## src/pll_params.svh

```systemverilog
// Constants of the synthesiser control core: field offsets, reset values and counts
// Behaviour
// - Serial bits enter the shift register on rising serial clock while enable is high.
// - Two low shift bits pick the target: first, second, swallow-only or reference.
// - Falling enable moves the shift register into the chosen buffer.
// - Shifting while enable is high leaves the running count cycle untouched.
// - Divider words keep the upper 22 bits: 19 counter bits, gain and sense.
// - Gain bits map to multipliers 1, 1.5, 2.5 and 4.
// - Sense set swaps phase detector inputs and the two monitor outputs.
// - Word select high makes the first word active, low the second.
// - Writing the inactive word never disturbs the running counters.
// - Divider word update only while more than 3 main counts remain, or at main count end.
// - Reference word uses the low 16 bits: ratio, output control, modulus select.
// - Output control bits set monitor outputs and pump on, off or lock gated.
// - Modulus bit one selects divide by 8/9, zero selects 16/17.
// - Reference word loads only while more than 1 reference count remains, or at reference cycle end.
// - Swallow-only update replaces the active swallow bits at main count end.
// - Each cycle with a nonzero swallow value starts on the larger modulus, smaller once swallow count completes.
// - Main counter counts prescaler outputs to its value, then both restart.
// - Swallow counter is 4 bits wide, main counter 15 bits wide.
// - Reference divider is 13 bits, ratio 1 to 8191, held in reference buffer.
// - Two detector flip-flops set by each pulse train, both cleared once both set.
// - Lock comes from filtered, thresholded exclusive-or of the divided signals.
// - Serial clock is ignored while enable is low.
// - Serial loader and buffers keep working in power-saving standby.
// - At each cycle end counters reload from the word chosen by word select.
`ifndef PLL_PARAMS_SVH
`define PLL_PARAMS_SVH

// ****************************************
// Shift register layout
// ****************************************
`define SHIFT_W 24
`define DIV_WORD_LSB 2
`define DIV_WORD_MSB 23
`define SWALLOW_LSB 2
`define SWALLOW_MSB 5
`define REF_WORD_LSB 2
`define REF_WORD_MSB 17

// ****************************************
// Reset values
// ****************************************
`define DIV_WORD_RST 22'h000640
`define REF_RATIO_RST 13'h0064
`define REF_OUT_RST 2'h1
`define REF_MOD_RST 1'h0
`define REF_WORD_RST {`REF_MOD_RST, `REF_OUT_RST, `REF_RATIO_RST}
`define LOCK_THR_RST 8'h10

// ****************************************
// Counts
// ****************************************
`define MAIN_GUARD 15'h0003
`define REF_GUARD 13'h0001
`define PRESC_SMALL 5'h08
`define PRESC_BIG 5'h10
`define LOCK_STEP 8'h04
`define LOCK_MAX 8'hFF

// ****************************************
// Register map
// ****************************************
`define OFS_STATUS 8'h00
`define OFS_LOCK_THR 8'h04
`define OFS_ACT_DIV 8'h08
`define OFS_REF_CFG 8'h0C
`define RESP_OKAY 2'h0
`define RESP_SLVERR 2'h2

`endif

```

## src/pll_pkg.sv

```systemverilog
// Types shared by the synthesiser control core
package pll_pkg;
   typedef enum logic [1:0] {
      DEST_FIRST = 2'h0,
      DEST_SWALLOW = 2'h1,
      DEST_SECOND = 2'h2,
      DEST_REF = 2'h3
   } dest_t;

   typedef enum logic [1:0] {
      OUT_OFF_PUMP_ON = 2'h0,
      OUT_ON_PUMP_ON = 2'h1,
      OUT_ON_PUMP_OFF = 2'h2,
      OUT_ON_PUMP_LOCK = 2'h3
   } out_ctrl_t;

   typedef struct packed {
      logic sense;
      logic gainBitHigh;
      logic gainBitLow;
      logic [14:0] mainValue;
      logic [3:0] swallowValue;
   } div_word_t;

   typedef struct packed {
      logic modSmall;
      logic outputCtrlHigh;
      logic outputCtrlLow;
      logic [12:0] ratio;
   } ref_word_t;
endpackage : pll_pkg

```

## src/edge_if.sv

```systemverilog
// Synchronised pin level with its edge strobes
`timescale 1ns/1ps
interface edge_if;
   logic level;
   logic rise;
   logic fall;
   modport src (output level, output rise, output fall);
   modport dst (input level, input rise, input fall);
endinterface : edge_if

```

## src/pin_sync.sv

```systemverilog
// Two-stage synchroniser for one pin with edge detection
`timescale 1ns/1ps
module pin_sync
   import pll_pkg::*;
(
   // Clock and reset
   input wire logic clk,
   input wire logic sys_rst,
   // Pin and result
   input wire logic pinIn,
   edge_if.src edges
);
   logic meta, stable, prev;
   logic next_meta, next_stable, next_prev;

   always_comb begin
      next_meta = pinIn;
      next_stable = meta;
      next_prev = stable;
   end

   always_ff @(posedge clk) begin
      if (sys_rst) begin
         meta <= 1'b0;
         stable <= 1'b0;
         prev <= 1'b0;
      end else begin
         meta <= next_meta;
         stable <= next_stable;
         prev <= next_prev;
      end
   end

   // Edges look only at the second and third stages
   assign edges.level = stable;
   assign edges.rise = stable & ~prev;
   assign edges.fall = ~stable & prev;
endmodule : pin_sync

```

## src/ref_divider.sv

```systemverilog
// Programmable 13-bit reference divider with guarded ratio load
`timescale 1ns/1ps
`include "pll_params.svh"
module ref_divider
   import pll_pkg::*;
(
   // Clock and reset
   input wire logic clk,
   input wire logic sys_rst,
   // Reference edges
   input wire logic refTick,
   input wire logic run,
   // Ratio load
   input wire logic [12:0] ratioIn,
   input wire logic loadReq,
   output logic loadAck,
   // Divided output
   output logic refPulse
);
   logic [12:0] cnt, ratio;
   logic [12:0] next_cnt, next_ratio;
   logic next_refPulse;
   logic [12:0] effRatio;
   logic endTick;

   // Ratio zero behaves as one
   assign effRatio = (ratio == 13'h0000) ? 13'h0001 : ratio;
   assign endTick = run & refTick & ((cnt + 13'h0001) >= effRatio);
   // A cycle boundary is always a safe load point, so ratio 1 can still be changed
   assign loadAck = loadReq & (((effRatio - cnt) > `REF_GUARD) | endTick);

   always_comb begin
      next_cnt = cnt;
      next_ratio = ratio;
      next_refPulse = 1'b0;
      if (run & refTick) begin
         next_cnt = endTick ? 13'h0000 : cnt + 13'h0001;
         next_refPulse = endTick;
      end
      if (loadAck) begin
         next_ratio = ratioIn;
      end
   end

   always_ff @(posedge clk) begin
      if (sys_rst) begin
         cnt <= 13'h0000;
         ratio <= `REF_RATIO_RST;
         refPulse <= 1'b0;
      end else begin
         cnt <= next_cnt;
         ratio <= next_ratio;
         refPulse <= next_refPulse;
      end
   end
endmodule : ref_divider

```

## src/pll_divider_serial_control.sv

```systemverilog
// Digital core of the synthesiser: serial loader, dividers, phase detector, lock, AXI4-Lite
//
// Our own choices: the AXI4-Lite register port and the placing of the registers.
`timescale 1ns/1ps
`include "pll_params.svh"
module pll_divider_serial_control
   import pll_pkg::*;
(
   // Clock and reset
   input wire logic clk,
   input wire logic sys_rst,
   // AXI4-Lite write
   input wire logic [31:0] s_axi_awaddr,
   input wire logic s_axi_awvalid,
   output logic s_axi_awready,
   input wire logic [31:0] s_axi_wdata,
   input wire logic [3:0] s_axi_wstrb,
   input wire logic s_axi_wvalid,
   output logic s_axi_wready,
   output logic [1:0] s_axi_bresp,
   output logic s_axi_bvalid,
   input wire logic s_axi_bready,
   // AXI4-Lite read
   input wire logic [31:0] s_axi_araddr,
   input wire logic s_axi_arvalid,
   output logic s_axi_arready,
   output logic [31:0] s_axi_rdata,
   output logic [1:0] s_axi_rresp,
   output logic s_axi_rvalid,
   input wire logic s_axi_rready,
   // Serial programming pins
   input wire logic serData,
   input wire logic serClk,
   input wire logic loadEnable,
   input wire logic wordSelectPin,
   input wire logic powerDown,
   // Signal inputs
   input wire logic rfIn,
   input wire logic refIn,
   // Pump and monitors
   output logic pumpSource,
   output logic pumpSink,
   output logic [3:0] pumpGainHalves,
   output logic rfMonitor,
   output logic refMonitor,
   output logic lockSink
);
   // ****************************************
   // Pin synchronisers
   // ****************************************
   edge_if dataE ();
   edge_if clkE ();
   edge_if enE ();
   edge_if selE ();
   edge_if pdE ();
   edge_if rfE ();
   edge_if refE ();

   pin_sync dataSync (.clk(clk), .sys_rst(sys_rst), .pinIn(serData), .edges(dataE));
   pin_sync clkSync (.clk(clk), .sys_rst(sys_rst), .pinIn(serClk), .edges(clkE));
   pin_sync enSync (.clk(clk), .sys_rst(sys_rst), .pinIn(loadEnable), .edges(enE));
   pin_sync selSync (.clk(clk), .sys_rst(sys_rst), .pinIn(wordSelectPin), .edges(selE));
   pin_sync pdSync (.clk(clk), .sys_rst(sys_rst), .pinIn(powerDown), .edges(pdE));
   pin_sync rfSync (.clk(clk), .sys_rst(sys_rst), .pinIn(rfIn), .edges(rfE));
   pin_sync refSync (.clk(clk), .sys_rst(sys_rst), .pinIn(refIn), .edges(refE));

   // Gain multiplier in half steps
   function automatic logic [3:0] gain_halves(input logic high, input logic low);
      case ({high, low})
         2'h0: gain_halves = 4'h2;
         2'h2: gain_halves = 4'h3;
         2'h1: gain_halves = 4'h5;
         default: gain_halves = 4'h8;
      endcase
   endfunction : gain_halves

   // ****************************************
   // State
   // ****************************************
   logic [23:0] shiftReg, next_shiftReg;
   div_word_t firstWord, secondWord, divStage;
   div_word_t next_firstWord, next_secondWord, next_divStage;
   logic divPend, divToFirst, next_divPend, next_divToFirst;
   logic [3:0] swStage, next_swStage;
   logic swPend, next_swPend;
   ref_word_t refWord, refStage, next_refWord, next_refStage;
   logic refPend, next_refPend;
   logic [4:0] prescCnt, next_prescCnt;
   logic [3:0] swCnt, next_swCnt;
   logic [14:0] mainCnt, next_mainCnt;
   logic [14:0] actM, next_actM;
   logic [3:0] actA, next_actA;
   logic bigMod, next_bigMod;
   logic rfPulse, next_rfPulse;
   logic upFf, downFf, next_upFf, next_downFf;
   logic [7:0] lockLevel, next_lockLevel;
   logic locked, next_locked;
   logic [7:0] lockThr;
   logic next_pumpSource, next_pumpSink, next_rfMonitor, next_refMonitor;
   logic [3:0] next_pumpGainHalves;
   logic refPulse, refLoadAck, running;

   div_word_t act;
   logic [4:0] modN, presLimit;
   logic presOut, cycleEnd, pumpOn, outOn, srcSet, sinkSet;
   logic [14:0] effM, mainInc;
   out_ctrl_t outCtrl;

   assign running = ~pdE.level;
   assign act = selE.level ? firstWord : secondWord;
   assign modN = refWord.modSmall ? `PRESC_SMALL : `PRESC_BIG;
   assign presLimit = bigMod ? modN + 5'h01 : modN;
   assign presOut = running & rfE.rise & ((prescCnt + 5'h01) >= presLimit);
   assign effM = (actM == 15'h0000) ? 15'h0001 : actM;
   assign mainInc = mainCnt + 15'h0001;
   assign cycleEnd = presOut & (mainInc >= effM);
   assign outCtrl = out_ctrl_t'({refWord.outputCtrlHigh, refWord.outputCtrlLow});

   ref_divider refDiv (
      .clk(clk),
      .sys_rst(sys_rst),
      .refTick(refE.rise),
      .run(running),
      .ratioIn(refStage.ratio),
      .loadReq(refPend),
      .loadAck(refLoadAck),
      .refPulse(refPulse)
   );

   // ****************************************
   // Loader, dividers and detector
   // ****************************************
   always_comb begin
      next_shiftReg = shiftReg;
      next_firstWord = firstWord;
      next_secondWord = secondWord;
      next_divStage = divStage;
      next_divPend = divPend;
      next_divToFirst = divToFirst;
      next_swStage = swStage;
      next_swPend = swPend;
      next_refWord = refWord;
      next_refStage = refStage;
      next_refPend = refPend;
      next_prescCnt = prescCnt;
      next_swCnt = swCnt;
      next_mainCnt = mainCnt;
      next_actM = actM;
      next_actA = actA;
      next_bigMod = bigMod;
      next_rfPulse = 1'b0;

      // Loader runs regardless of standby
      if (enE.level & clkE.rise) begin
         next_shiftReg = {shiftReg[22:0], dataE.level};
      end
      if (enE.fall) begin
         unique case (dest_t'(shiftReg[1:0]))
            DEST_FIRST, DEST_SECOND: begin
               next_divStage = div_word_t'(shiftReg[`DIV_WORD_MSB:`DIV_WORD_LSB]);
               next_divToFirst = (shiftReg[1:0] == DEST_FIRST);
               next_divPend = 1'b1;
            end
            DEST_SWALLOW: begin
               next_swStage = shiftReg[`SWALLOW_MSB:`SWALLOW_LSB];
               next_swPend = 1'b1;
            end
            DEST_REF: begin
               next_refStage = ref_word_t'(shiftReg[`REF_WORD_MSB:`REF_WORD_LSB]);
               next_refPend = 1'b1;
            end
         endcase
      end

      // Divider word commit waits for a safe point in the count
      if (divPend & (((effM - mainCnt) > `MAIN_GUARD) | cycleEnd)) begin
         if (divToFirst) begin
            next_firstWord = divStage;
         end else begin
            next_secondWord = divStage;
         end
         // Stay pending only for a fresh divider word, not any other load
         next_divPend = enE.fall & ~shiftReg[0];
      end

      if (refLoadAck) begin
         next_refWord = refStage;
         next_refPend = enE.fall & (shiftReg[1:0] == 2'h3);
      end

      // Prescaler and swallow/main chain
      if (running & rfE.rise) begin
         next_prescCnt = presOut ? 5'h00 : prescCnt + 5'h01;
      end
      if (presOut) begin
         if (bigMod) begin
            next_swCnt = swCnt + 4'h1;
            if ((swCnt + 4'h1) == actA) begin
               next_bigMod = 1'b0;
            end
         end
         next_mainCnt = mainInc;
      end
      if (cycleEnd) begin
         if (swPend) begin
            if (selE.level) begin
               next_firstWord.swallowValue = swStage;
            end else begin
               next_secondWord.swallowValue = swStage;
            end
            next_swPend = enE.fall & (shiftReg[1:0] == 2'h1);
         end
         // Reload sees commits made on this same edge
         next_actM = selE.level ? next_firstWord.mainValue : next_secondWord.mainValue;
         next_actA = selE.level ? next_firstWord.swallowValue
                                : next_secondWord.swallowValue;
         next_swCnt = 4'h0;
         next_mainCnt = 15'h0000;
         next_bigMod = (next_actA != 4'h0);
         next_rfPulse = 1'b1;
      end
   end

   always_comb begin
      // Detector edges swap with sense
      srcSet = act.sense ? rfPulse : refPulse;
      sinkSet = act.sense ? refPulse : rfPulse;
      next_upFf = upFf | srcSet;
      next_downFf = downFf | sinkSet;
      if (next_upFf & next_downFf) begin
         next_upFf = 1'b0;
         next_downFf = 1'b0;
      end

      // Leaky integrator of the phase exclusive-or
      next_lockLevel = lockLevel;
      if (upFf ^ downFf) begin
         next_lockLevel = (lockLevel > (`LOCK_MAX - `LOCK_STEP)) ? `LOCK_MAX
                                                                : lockLevel + `LOCK_STEP;
      end else if (lockLevel != 8'h00) begin
         next_lockLevel = lockLevel - 8'h01;
      end
      next_locked = (lockLevel < lockThr);

      unique case (outCtrl)
         OUT_OFF_PUMP_ON: begin
            outOn = 1'b0;
            pumpOn = 1'b1;
         end
         OUT_ON_PUMP_ON: begin
            outOn = 1'b1;
            pumpOn = 1'b1;
         end
         OUT_ON_PUMP_OFF: begin
            outOn = 1'b1;
            pumpOn = 1'b0;
         end
         OUT_ON_PUMP_LOCK: begin
            outOn = 1'b1;
            pumpOn = ~locked;
         end
      endcase
      next_pumpSource = next_upFf & pumpOn;
      next_pumpSink = next_downFf & pumpOn;
      next_pumpGainHalves = gain_halves(act.gainBitHigh, act.gainBitLow);
      next_rfMonitor = outOn & (act.sense ? refPulse : rfPulse);
      next_refMonitor = outOn & (act.sense ? rfPulse : refPulse);
   end

   always_ff @(posedge clk) begin
      if (sys_rst) begin
         shiftReg <= 24'h000000;
         firstWord <= div_word_t'(`DIV_WORD_RST);
         secondWord <= div_word_t'(`DIV_WORD_RST);
         divStage <= div_word_t'(`DIV_WORD_RST);
         divPend <= 1'b0;
         divToFirst <= 1'b0;
         swStage <= 4'h0;
         swPend <= 1'b0;
         refWord <= ref_word_t'(`REF_WORD_RST);
         refStage <= ref_word_t'(`REF_WORD_RST);
         refPend <= 1'b0;
         prescCnt <= 5'h00;
         swCnt <= 4'h0;
         mainCnt <= 15'h0000;
         actM <= 15'h0001;
         actA <= 4'h0;
         bigMod <= 1'b0;
         rfPulse <= 1'b0;
         upFf <= 1'b0;
         downFf <= 1'b0;
         lockLevel <= `LOCK_MAX;
         locked <= 1'b0;
         pumpSource <= 1'b0;
         pumpSink <= 1'b0;
         pumpGainHalves <= 4'h2;
         rfMonitor <= 1'b0;
         refMonitor <= 1'b0;
      end else begin
         shiftReg <= next_shiftReg;
         firstWord <= next_firstWord;
         secondWord <= next_secondWord;
         divStage <= next_divStage;
         divPend <= next_divPend;
         divToFirst <= next_divToFirst;
         swStage <= next_swStage;
         swPend <= next_swPend;
         refWord <= next_refWord;
         refStage <= next_refStage;
         refPend <= next_refPend;
         prescCnt <= next_prescCnt;
         swCnt <= next_swCnt;
         mainCnt <= next_mainCnt;
         actM <= next_actM;
         actA <= next_actA;
         bigMod <= next_bigMod;
         rfPulse <= next_rfPulse;
         upFf <= next_upFf;
         downFf <= next_downFf;
         lockLevel <= next_lockLevel;
         locked <= next_locked;
         pumpSource <= next_pumpSource;
         pumpSink <= next_pumpSink;
         pumpGainHalves <= next_pumpGainHalves;
         rfMonitor <= next_rfMonitor;
         refMonitor <= next_refMonitor;
      end
   end

   assign lockSink = locked;

   // ****************************************
   // AXI4-Lite slave
   // ****************************************
   logic awHeld, wHeld, next_awHeld, next_wHeld;
   logic [7:0] awAddr, next_awAddr;
   logic [31:0] wData, next_wData;
   logic [3:0] wStrb, next_wStrb;
   logic [7:0] next_lockThr;
   logic next_bvalid, next_rvalid;
   logic [1:0] next_bresp, next_rresp;
   logic [31:0] next_rdata;

   assign s_axi_awready = ~awHeld & ~s_axi_bvalid;
   assign s_axi_wready = ~wHeld & ~s_axi_bvalid;
   assign s_axi_arready = ~s_axi_rvalid;

   always_comb begin
      next_awHeld = awHeld;
      next_wHeld = wHeld;
      next_awAddr = awAddr;
      next_wData = wData;
      next_wStrb = wStrb;
      next_lockThr = lockThr;
      next_bvalid = s_axi_bvalid & ~s_axi_bready;
      next_bresp = s_axi_bresp;
      next_rvalid = s_axi_rvalid & ~s_axi_rready;
      next_rresp = s_axi_rresp;
      next_rdata = s_axi_rdata;
      if (s_axi_awvalid & s_axi_awready) begin
         next_awHeld = 1'b1;
         next_awAddr = s_axi_awaddr[7:0];
      end
      if (s_axi_wvalid & s_axi_wready) begin
         next_wHeld = 1'b1;
         next_wData = s_axi_wdata;
         next_wStrb = s_axi_wstrb;
      end
      if (awHeld & wHeld) begin
         next_awHeld = 1'b0;
         next_wHeld = 1'b0;
         next_bvalid = 1'b1;
         next_bresp = `RESP_SLVERR;
         if (awAddr == `OFS_LOCK_THR) begin
            next_bresp = `RESP_OKAY;
            if (wStrb[0]) begin
               next_lockThr = wData[7:0];
            end
         end
      end
      if (s_axi_arvalid & s_axi_arready) begin
         next_rvalid = 1'b1;
         next_rresp = `RESP_OKAY;
         case (s_axi_araddr[7:0])
            `OFS_STATUS: next_rdata = {26'h0000000, pdE.level, pumpSink, pumpSource,
                                       refWord.modSmall, selE.level, locked};
            `OFS_LOCK_THR: next_rdata = {24'h000000, lockThr};
            `OFS_ACT_DIV: next_rdata = {13'h0000, actM, actA};
            `OFS_REF_CFG: next_rdata = {16'h0000, refWord};
            default: begin
               next_rdata = 32'h00000000;
               next_rresp = `RESP_SLVERR;
            end
         endcase
      end
   end

   always_ff @(posedge clk) begin
      if (sys_rst) begin
         awHeld <= 1'b0;
         wHeld <= 1'b0;
         awAddr <= 8'h00;
         wData <= 32'h00000000;
         wStrb <= 4'h0;
         lockThr <= `LOCK_THR_RST;
         s_axi_bvalid <= 1'b0;
         s_axi_bresp <= `RESP_OKAY;
         s_axi_rvalid <= 1'b0;
         s_axi_rresp <= `RESP_OKAY;
         s_axi_rdata <= 32'h00000000;
      end else begin
         awHeld <= next_awHeld;
         wHeld <= next_wHeld;
         awAddr <= next_awAddr;
         wData <= next_wData;
         wStrb <= next_wStrb;
         lockThr <= next_lockThr;
         s_axi_bvalid <= next_bvalid;
         s_axi_bresp <= next_bresp;
         s_axi_rvalid <= next_rvalid;
         s_axi_rresp <= next_rresp;
         s_axi_rdata <= next_rdata;
      end
   end
endmodule : pll_divider_serial_control

```

## config.mk

```make
export PLATFORM = sky130hd
export DESIGN_NAME = pll_divider_serial_control
export DESIGN_NICKNAME = d
export VERILOG_FILES = /design/src/pll_pkg.sv /design/src/edge_if.sv /design/src/pin_sync.sv /design/src/ref_divider.sv /design/src/pll_divider_serial_control.sv
export VERILOG_INCLUDE_DIRS = /design/src /design/src/src
export SDC_FILE = /design/constraint.sdc
export NUM_CORES = 1
export LEC_CHECK = 0
export CORE_MARGIN = 3
export CORE_UTILIZATION = 38
export DETAILED_ROUTE_END_ITERATION = 10
export DONT_BUFFER_PORTS = 1
export PLACE_DENSITY = 0.54
export SETUP_SLACK_MARGIN = 0.2
export SLEW_MARGIN = 0
export SYNTH_ARGS = -nofsm -noshare
export SYNTH_HDL_FRONTEND = slang
export SYNTH_HIERARCHICAL = 1
export SYNTH_SLANG_ARGS = --single-unit
```

## constraint.sdc

```tcl
create_clock -name clk -period 4.2 [get_ports clk]
set_input_delay 0.21 -clock clk [delete_from_list [all_inputs] [get_ports clk]]
set_output_delay 0.21 -clock clk [all_outputs]
set_load 0.02 [all_outputs]
```

# Yosys cells after proc, flatten, opt, wreduce, memory -nomap -nowiden
# Index checks and enable logic that the tools add are counted.
# op_classes
add_sub_neg	9
magnitude_cmp	7
eq_ne	13
n_mux	51
bitwise	48
reduce_logical	30
# op_table
operator	count
$mux W19	4
$pmux W19 S4	1
$mux W4	9
$mux W15	2
$and A1 B1 Y1	28
$mux W13	2
$mux W8	3
$mux W22	1
$mux W1	21
$eq A8 B3 Y1 const B	2
$eq A8 B4 Y1 const B	2
$reduce_and A2 Y1	8
$add A15 B1 Y15 const B	1
$ge A15 B15 Y1	1
$gt A15 B2 Y1 const B	1
$logic_not A15 Y1	1
$mux W5	3
$not A1 Y1	15
$sub A15 B15 Y15	1
$add A13 B1 Y13 const B	1
$ge A13 B13 Y1	1
$gt A13 B1 Y1 const B	1
$logic_not A13 Y1	1
$sub A13 B13 Y13	1
25 further kinds	47
# word_totals
register_bits	291
word_cells	234

# Depth between registers and ports, before layout
# depth
word_depth	15
depth_mapped	18
depth_no_buf	17

# Modules after synthesis
# Netlist, hierarchy kept.
# by_module_without_submodules
module	n_inst	cells_per_inst	area_per_inst_um2	seq_area_each_um2
pll_divider_serial_control	1	1391	12050.3	4884.7
ref_divider	1	311	2474.9	540.5
pin_sync	7	8	91.3	60.1

# Worst setup path before layout
# Ideal clock, no wire load.
# synth_path
kind	reg-to-reg
startpoint	reg mainCnt[0]
endpoint	reg bigMod
setup_ps	81
arrival_ps	4204
required_time_ps	4119
slack_ps	-85
stages_incl_launch_ff	19
path_buffers	1
path_cell_list	dfxtp_1 -> ha_1 -> nand3_1 -> nor4_1 -> and3_1 -> and3_1 -> nand3_1 -> xnor2_1 -> ha_1 -> nand4_1 -> a21oi_1 -> a2111oi_0 -> a21o_4 -> buf_6 -> o2111ai_1 -> nor4_2 -> mux2i_1 -> o41a_1 -> a41oi_1
# synth_via
elab_chain_cells	12
# synth_rtl
element	line	text
start: declaration	pll_divider_serial_control.sv:90	logic [14:0] mainCnt, next_mainCnt;
start signal: assignment	pll_divider_serial_control.sv:313	mainCnt <= next_mainCnt;
$add A15 B1 Y15 (*)	pll_divider_serial_control.sv:115	assign mainInc = mainCnt + 15'h0001;
net mainInc[14]	pll_divider_serial_control.sv:106	logic [14:0] effM, mainInc;
$ge A15 B15 Y1 (*)	pll_divider_serial_control.sv:116	assign cycleEnd = presOut & (mainInc >= effM);
$and A1 B1 Y1 (*)	pll_divider_serial_control.sv:116	
$or A1 B1 Y1	pll_divider_serial_control.sv:176	if (divPend & (((effM - mainCnt) > `MAIN_GUARD) | cycleEnd)) begin
$and A1 B1 Y1	pll_divider_serial_control.sv:176	
$mux W19	pll_divider_serial_control.sv:176	
$mux W4	pll_divider_serial_control.sv:206	if (selE.level) begin
$mux W4	pll_divider_serial_control.sv:205	if (swPend) begin
$mux W4	pll_divider_serial_control.sv:204	if (cycleEnd) begin
$mux W4	pll_divider_serial_control.sv:215	next_actA = selE.level ? next_firstWord.swallowValue
$reduce_bool A4 Y1	pll_divider_serial_control.sv:219	next_bigMod = (next_actA != 4'h0);
$mux W1	pll_divider_serial_control.sv:204	
end signal: assignment	pll_divider_serial_control.sv:316	bigMod <= next_bigMod;
end: declaration	pll_divider_serial_control.sv:93	logic bigMod, next_bigMod;
# The timed path passes the listed nets; every way through them passes the cells marked *. The select of a mux whose other input is x is not followed.
# A chain may end at the register's enable or synchronous reset.

# Worst setup path after layout
# layout_path
startpoint	reg actM[13]
endpoint	reg actM[0]
# layout_via
elab_chain_cells	8
# layout_rtl
element	line	text
start: declaration	pll_divider_serial_control.sv:91	logic [14:0] actM, next_actM;
start signal: assignment	pll_divider_serial_control.sv:314	actM <= next_actM;
$logic_not A15 Y1	pll_divider_serial_control.sv:114	assign effM = (actM == 15'h0000) ? 15'h0001 : actM;
$mux W15 (*)	pll_divider_serial_control.sv:114	
$sub A15 B15 Y15 / $ge A15 B15 Y1 (equally long branches)	pll_divider_serial_control.sv:176, pll_divider_serial_control.sv:116	
$gt A15 B2 Y1 (no source line) / $and A1 B1 Y1 (equally long branches)	n/a	
$or A1 B1 Y1	pll_divider_serial_control.sv:176	
$and A1 B1 Y1	pll_divider_serial_control.sv:176	
$mux W19	pll_divider_serial_control.sv:176	
$mux W15	pll_divider_serial_control.sv:214	next_actM = selE.level ? next_firstWord.mainValue : next_secondWord.mainValue;
# Mark *: on every way between the ends. The rest lies on a longest branch, timed or not.

==> run summary <==
The area of the core came out at a little under 40000 µm². The final critical-path setup slack is 0.264 ns. The origin of the worst setup path is actM[13]. The post-detailed-route DRC marker count is 0. Setup repair after global routing could not meet its margin everywhere. The CTS buffer count is 35. In this run the deepest clock path goes through 3 buffers.

The detailed-placement wirelength estimate came out at 27100 µm. The clock tree synthesis step divided the H-tree into 2 levels. The portion of the clock cycle consumed by the worst path in the final layout is 0.937.

The number of max-slew violations in the final report is 0. The routed via count divided by cell count is approximately 5.2. The number of design-rule violations left by the first detailed-router iteration is 794. The mapped netlist covers approximately 15000 µm². The repair_antennas step left the layout with diodes totalling 0.

The via count is 12100. The die width is a little over 200 µm. The first-pass iteration count of the detailed router came out at 5. The worst hold-check slack came out at roughly 0.037 ns. The remaining antenna violation count after routing came out at 0. The final weighted congestion of routability-driven global placement came out at around 0.95. The count of non-filler cells in the finished layout came out at around 2300. The reported max-cap violation count came out at 0. The highest ir drop seen on vdd is around 0.22 mV.

The initial utilization of the core area, before any placement, comes to 0.387. The worst setup path is launched from a register. The clock transition at the register clock pins on the worst setup and hold paths after CTS came out at ~0.06 ns. From bottom edge to top edge, the die measures roughly 200 µm. The actual transition at the worst max-transition pin is 1.20 ns. The number of nets in the layout came out at around 2000. The growth of design area from synthesis to finish is 19.3%. In this run the worst hold path is classified as in2reg.

The worst max-slew margin expressed relative to the limit came out at 0.203. The first global-routing pass estimated 61200 µm of wire. The global routing usage on met1 is 0.255.

about 160 I/O pins were placed. The startpoint of the worst-slack reg-to-reg timing path is actM[13]. The flow ran to the end, and the final reports show no timing, DRC or antenna violations. The maximum fanout encountered on the critical timing path came out at 8.

The initial antenna violation count is 0. The static leakage is roughly 7.3 nW. The share of layout cells above drive strength 1 is 0.145. The time the final worst path needs with I/O delays and setup came out at approximately 4 ns. The clock network latency to the later pin of the worst-skew pair came out at ~0.54 ns.

The highest achievable clock rate came out at between 0.2 and 0.3 GHz. Across every metal layer, demand over resource in global routing totals 0.181. The number of cell rows came out at 72.

For this run the aggregate overflow at the end of global routing stands at 0. The number of I/O port buffers came out at 0. The data arrival time of the critical path came out at about 4.4 ns.

The post-route core utilization is 0.462. TritonCTS built the clock tree. The count of endpoints failing setup in the final report came out at 0. Timing analysis after detailed placement gives a worst setup slack of between 0.04 and 0.05 ns. STA puts the critical path data required time at 4.62 ns.

The areal power density over the cells is between 300 and 400 nW/µm². The global routing stage identified its most utilized layer as met2. The classification of the worst setup path is reg2reg. The met3 capacity usage during global routing is 0.0310. The kind of capture point of the worst setup path is a register. The via count of the first global-routing pass is between 10000 and 15000. The worst hold path begins at s_axi_araddr[2]. The post-detailed-route wirelength per cell came out at between 15 and 20 µm.

The mean area per synthesized cell is 8.62 µm². The number of cells in the design after placement came out at between 2000 and 2500. The fraction of met2 tracks used by global routing is 0.289. The number of hold violations in the final report is 0. Between clock sinks in the finished design, the worst skew comes to between 0.01 and 0.015 ns. Wires add up to roughly 40000 µm. The pin count of the biggest net entering global routing came out at about 220.

The area of the die is about 42000 µm². During synthesis, Yosys emitted a total of 6 warnings. In the synthesized netlist, the number of instances is between 1500 and 2000. The aggregate negative setup slack came out at 0 ns. The clock root buffer is clkbuf_16. The clock sink total is between 200 and 300.
per-layer routing:
| metal | wire length [µm] | up-vias |
|---|---|---|
| li1 | - | 6112 |
| met1 | 19200 | 5713 |
| met2 | 18000 | 238 |
| met3 | 1700 | 50 |
| met4 | 711 | 0 |
| met5 | 0 | - |
worst max-delay path, stage by stage (launching register included):
cell and delay, ns:
dfxtp_2 0.37, nor4_2 0.05, a41o_1 0.24, inv_1 0.06
ha_2 0.19, inv_2 0.04, fa_2 0.39, a211oi_4 0.27
o21ai_2 0.12, buf_4 0.15, a211oi_1 0.19, o31ai_1 0.11
xnor2_1 0.13, buf_4 0.16, o2111ai_2 0.16, o211ai_4 0.20
buf_6 0.18, buf_12 0.14, and3_1 0.18, a221o_1 0.25
a211o_1 0.25
cells in the final DEF, fill, tap and decap left out, types with 8 or more instances in the layout:
cell type and count:
a211o_1 14, a211oi_1 18, a21o_1 13, a21oi_1 139, a221oi_2 23, a22oi_1 20, a31oi_1 9, and2_1 10
and3_1 9, buf_4 74, buf_6 9, clkbuf_1 8, clkbuf_16 38, clkbuf_8 8, conb_1 15, dfxtp_1 273
dfxtp_2 13, dlygate4sd3_1 51, ha_1 74, inv_1 85, mux2i_1 86, nand2_1 236, nand2b_1 39, nand3_1 29
nand3b_1 9, nand4_1 10, nor2_1 174, nor2b_1 39, nor3_1 16, nor4_1 8, o211ai_1 9, o21ai_0 19
or3_1 9, xnor2_1 63, xor2_1 14
flip-flops by register name (all words and copies together) (netlist names), 14 cells and up:
name and flops:
s_axi_rdata 19, actM 15, refStage 16, divStage 22
mainCnt 15, firstWord 22, refWord 14, shiftReg 24
secondWord 22
per-stage QoR:
| stage | cell area, µm² | power, mW |
|---|---|---|
| after floorplan | 15100 | 3.01 |
| after global placement | 15700 | 3.00 |
| after detailed placement | 15700 | 3.00 |
| after CTS | 17500 | 6.18 |
| after global routing | 17900 | 6.30 |
| final | 17900 | 6.09 |
final timing paths:
check	end	slack, ns	cells after the start
max	actM[0]	0.26	20
min	s_axi_rdata[0]	0.04	3
max reg2reg	actM[0]	0.26	20
min reg2reg	shiftReg[0]	0.43	2
power breakdown:
group          total, mW  switching [mW]  internal, mW
Combinational      0.219           0.136        0.0834
Sequential          2.79          0.0223          2.77
Clock               3.08            1.18          1.90
layout make-up:
cell class / instances / area (µm²)
Tap cell: 518 / 648
Clock inverter: 10 / 140
Sequential cell: 289 / 5810
Fill cell: 3702 / 20900
Clock buffer: 52 / 1040
Multi-Input combinational cell: 1252 / 8650
Timing Repair Buffer: 140 / 1300
Inverter: 87 / 327
what timing repair did:
item	4_1_cts	5_1_grt
endpoints found under the hold margin	257	0
pin swaps	11	33
resized for setup	14	76
setup endpoints to repair	19	95
hold buffers	52	0
buffers inserted	4	6
gates cloned	1	4
No activity file was read; power rests on OpenSTA's default activity.
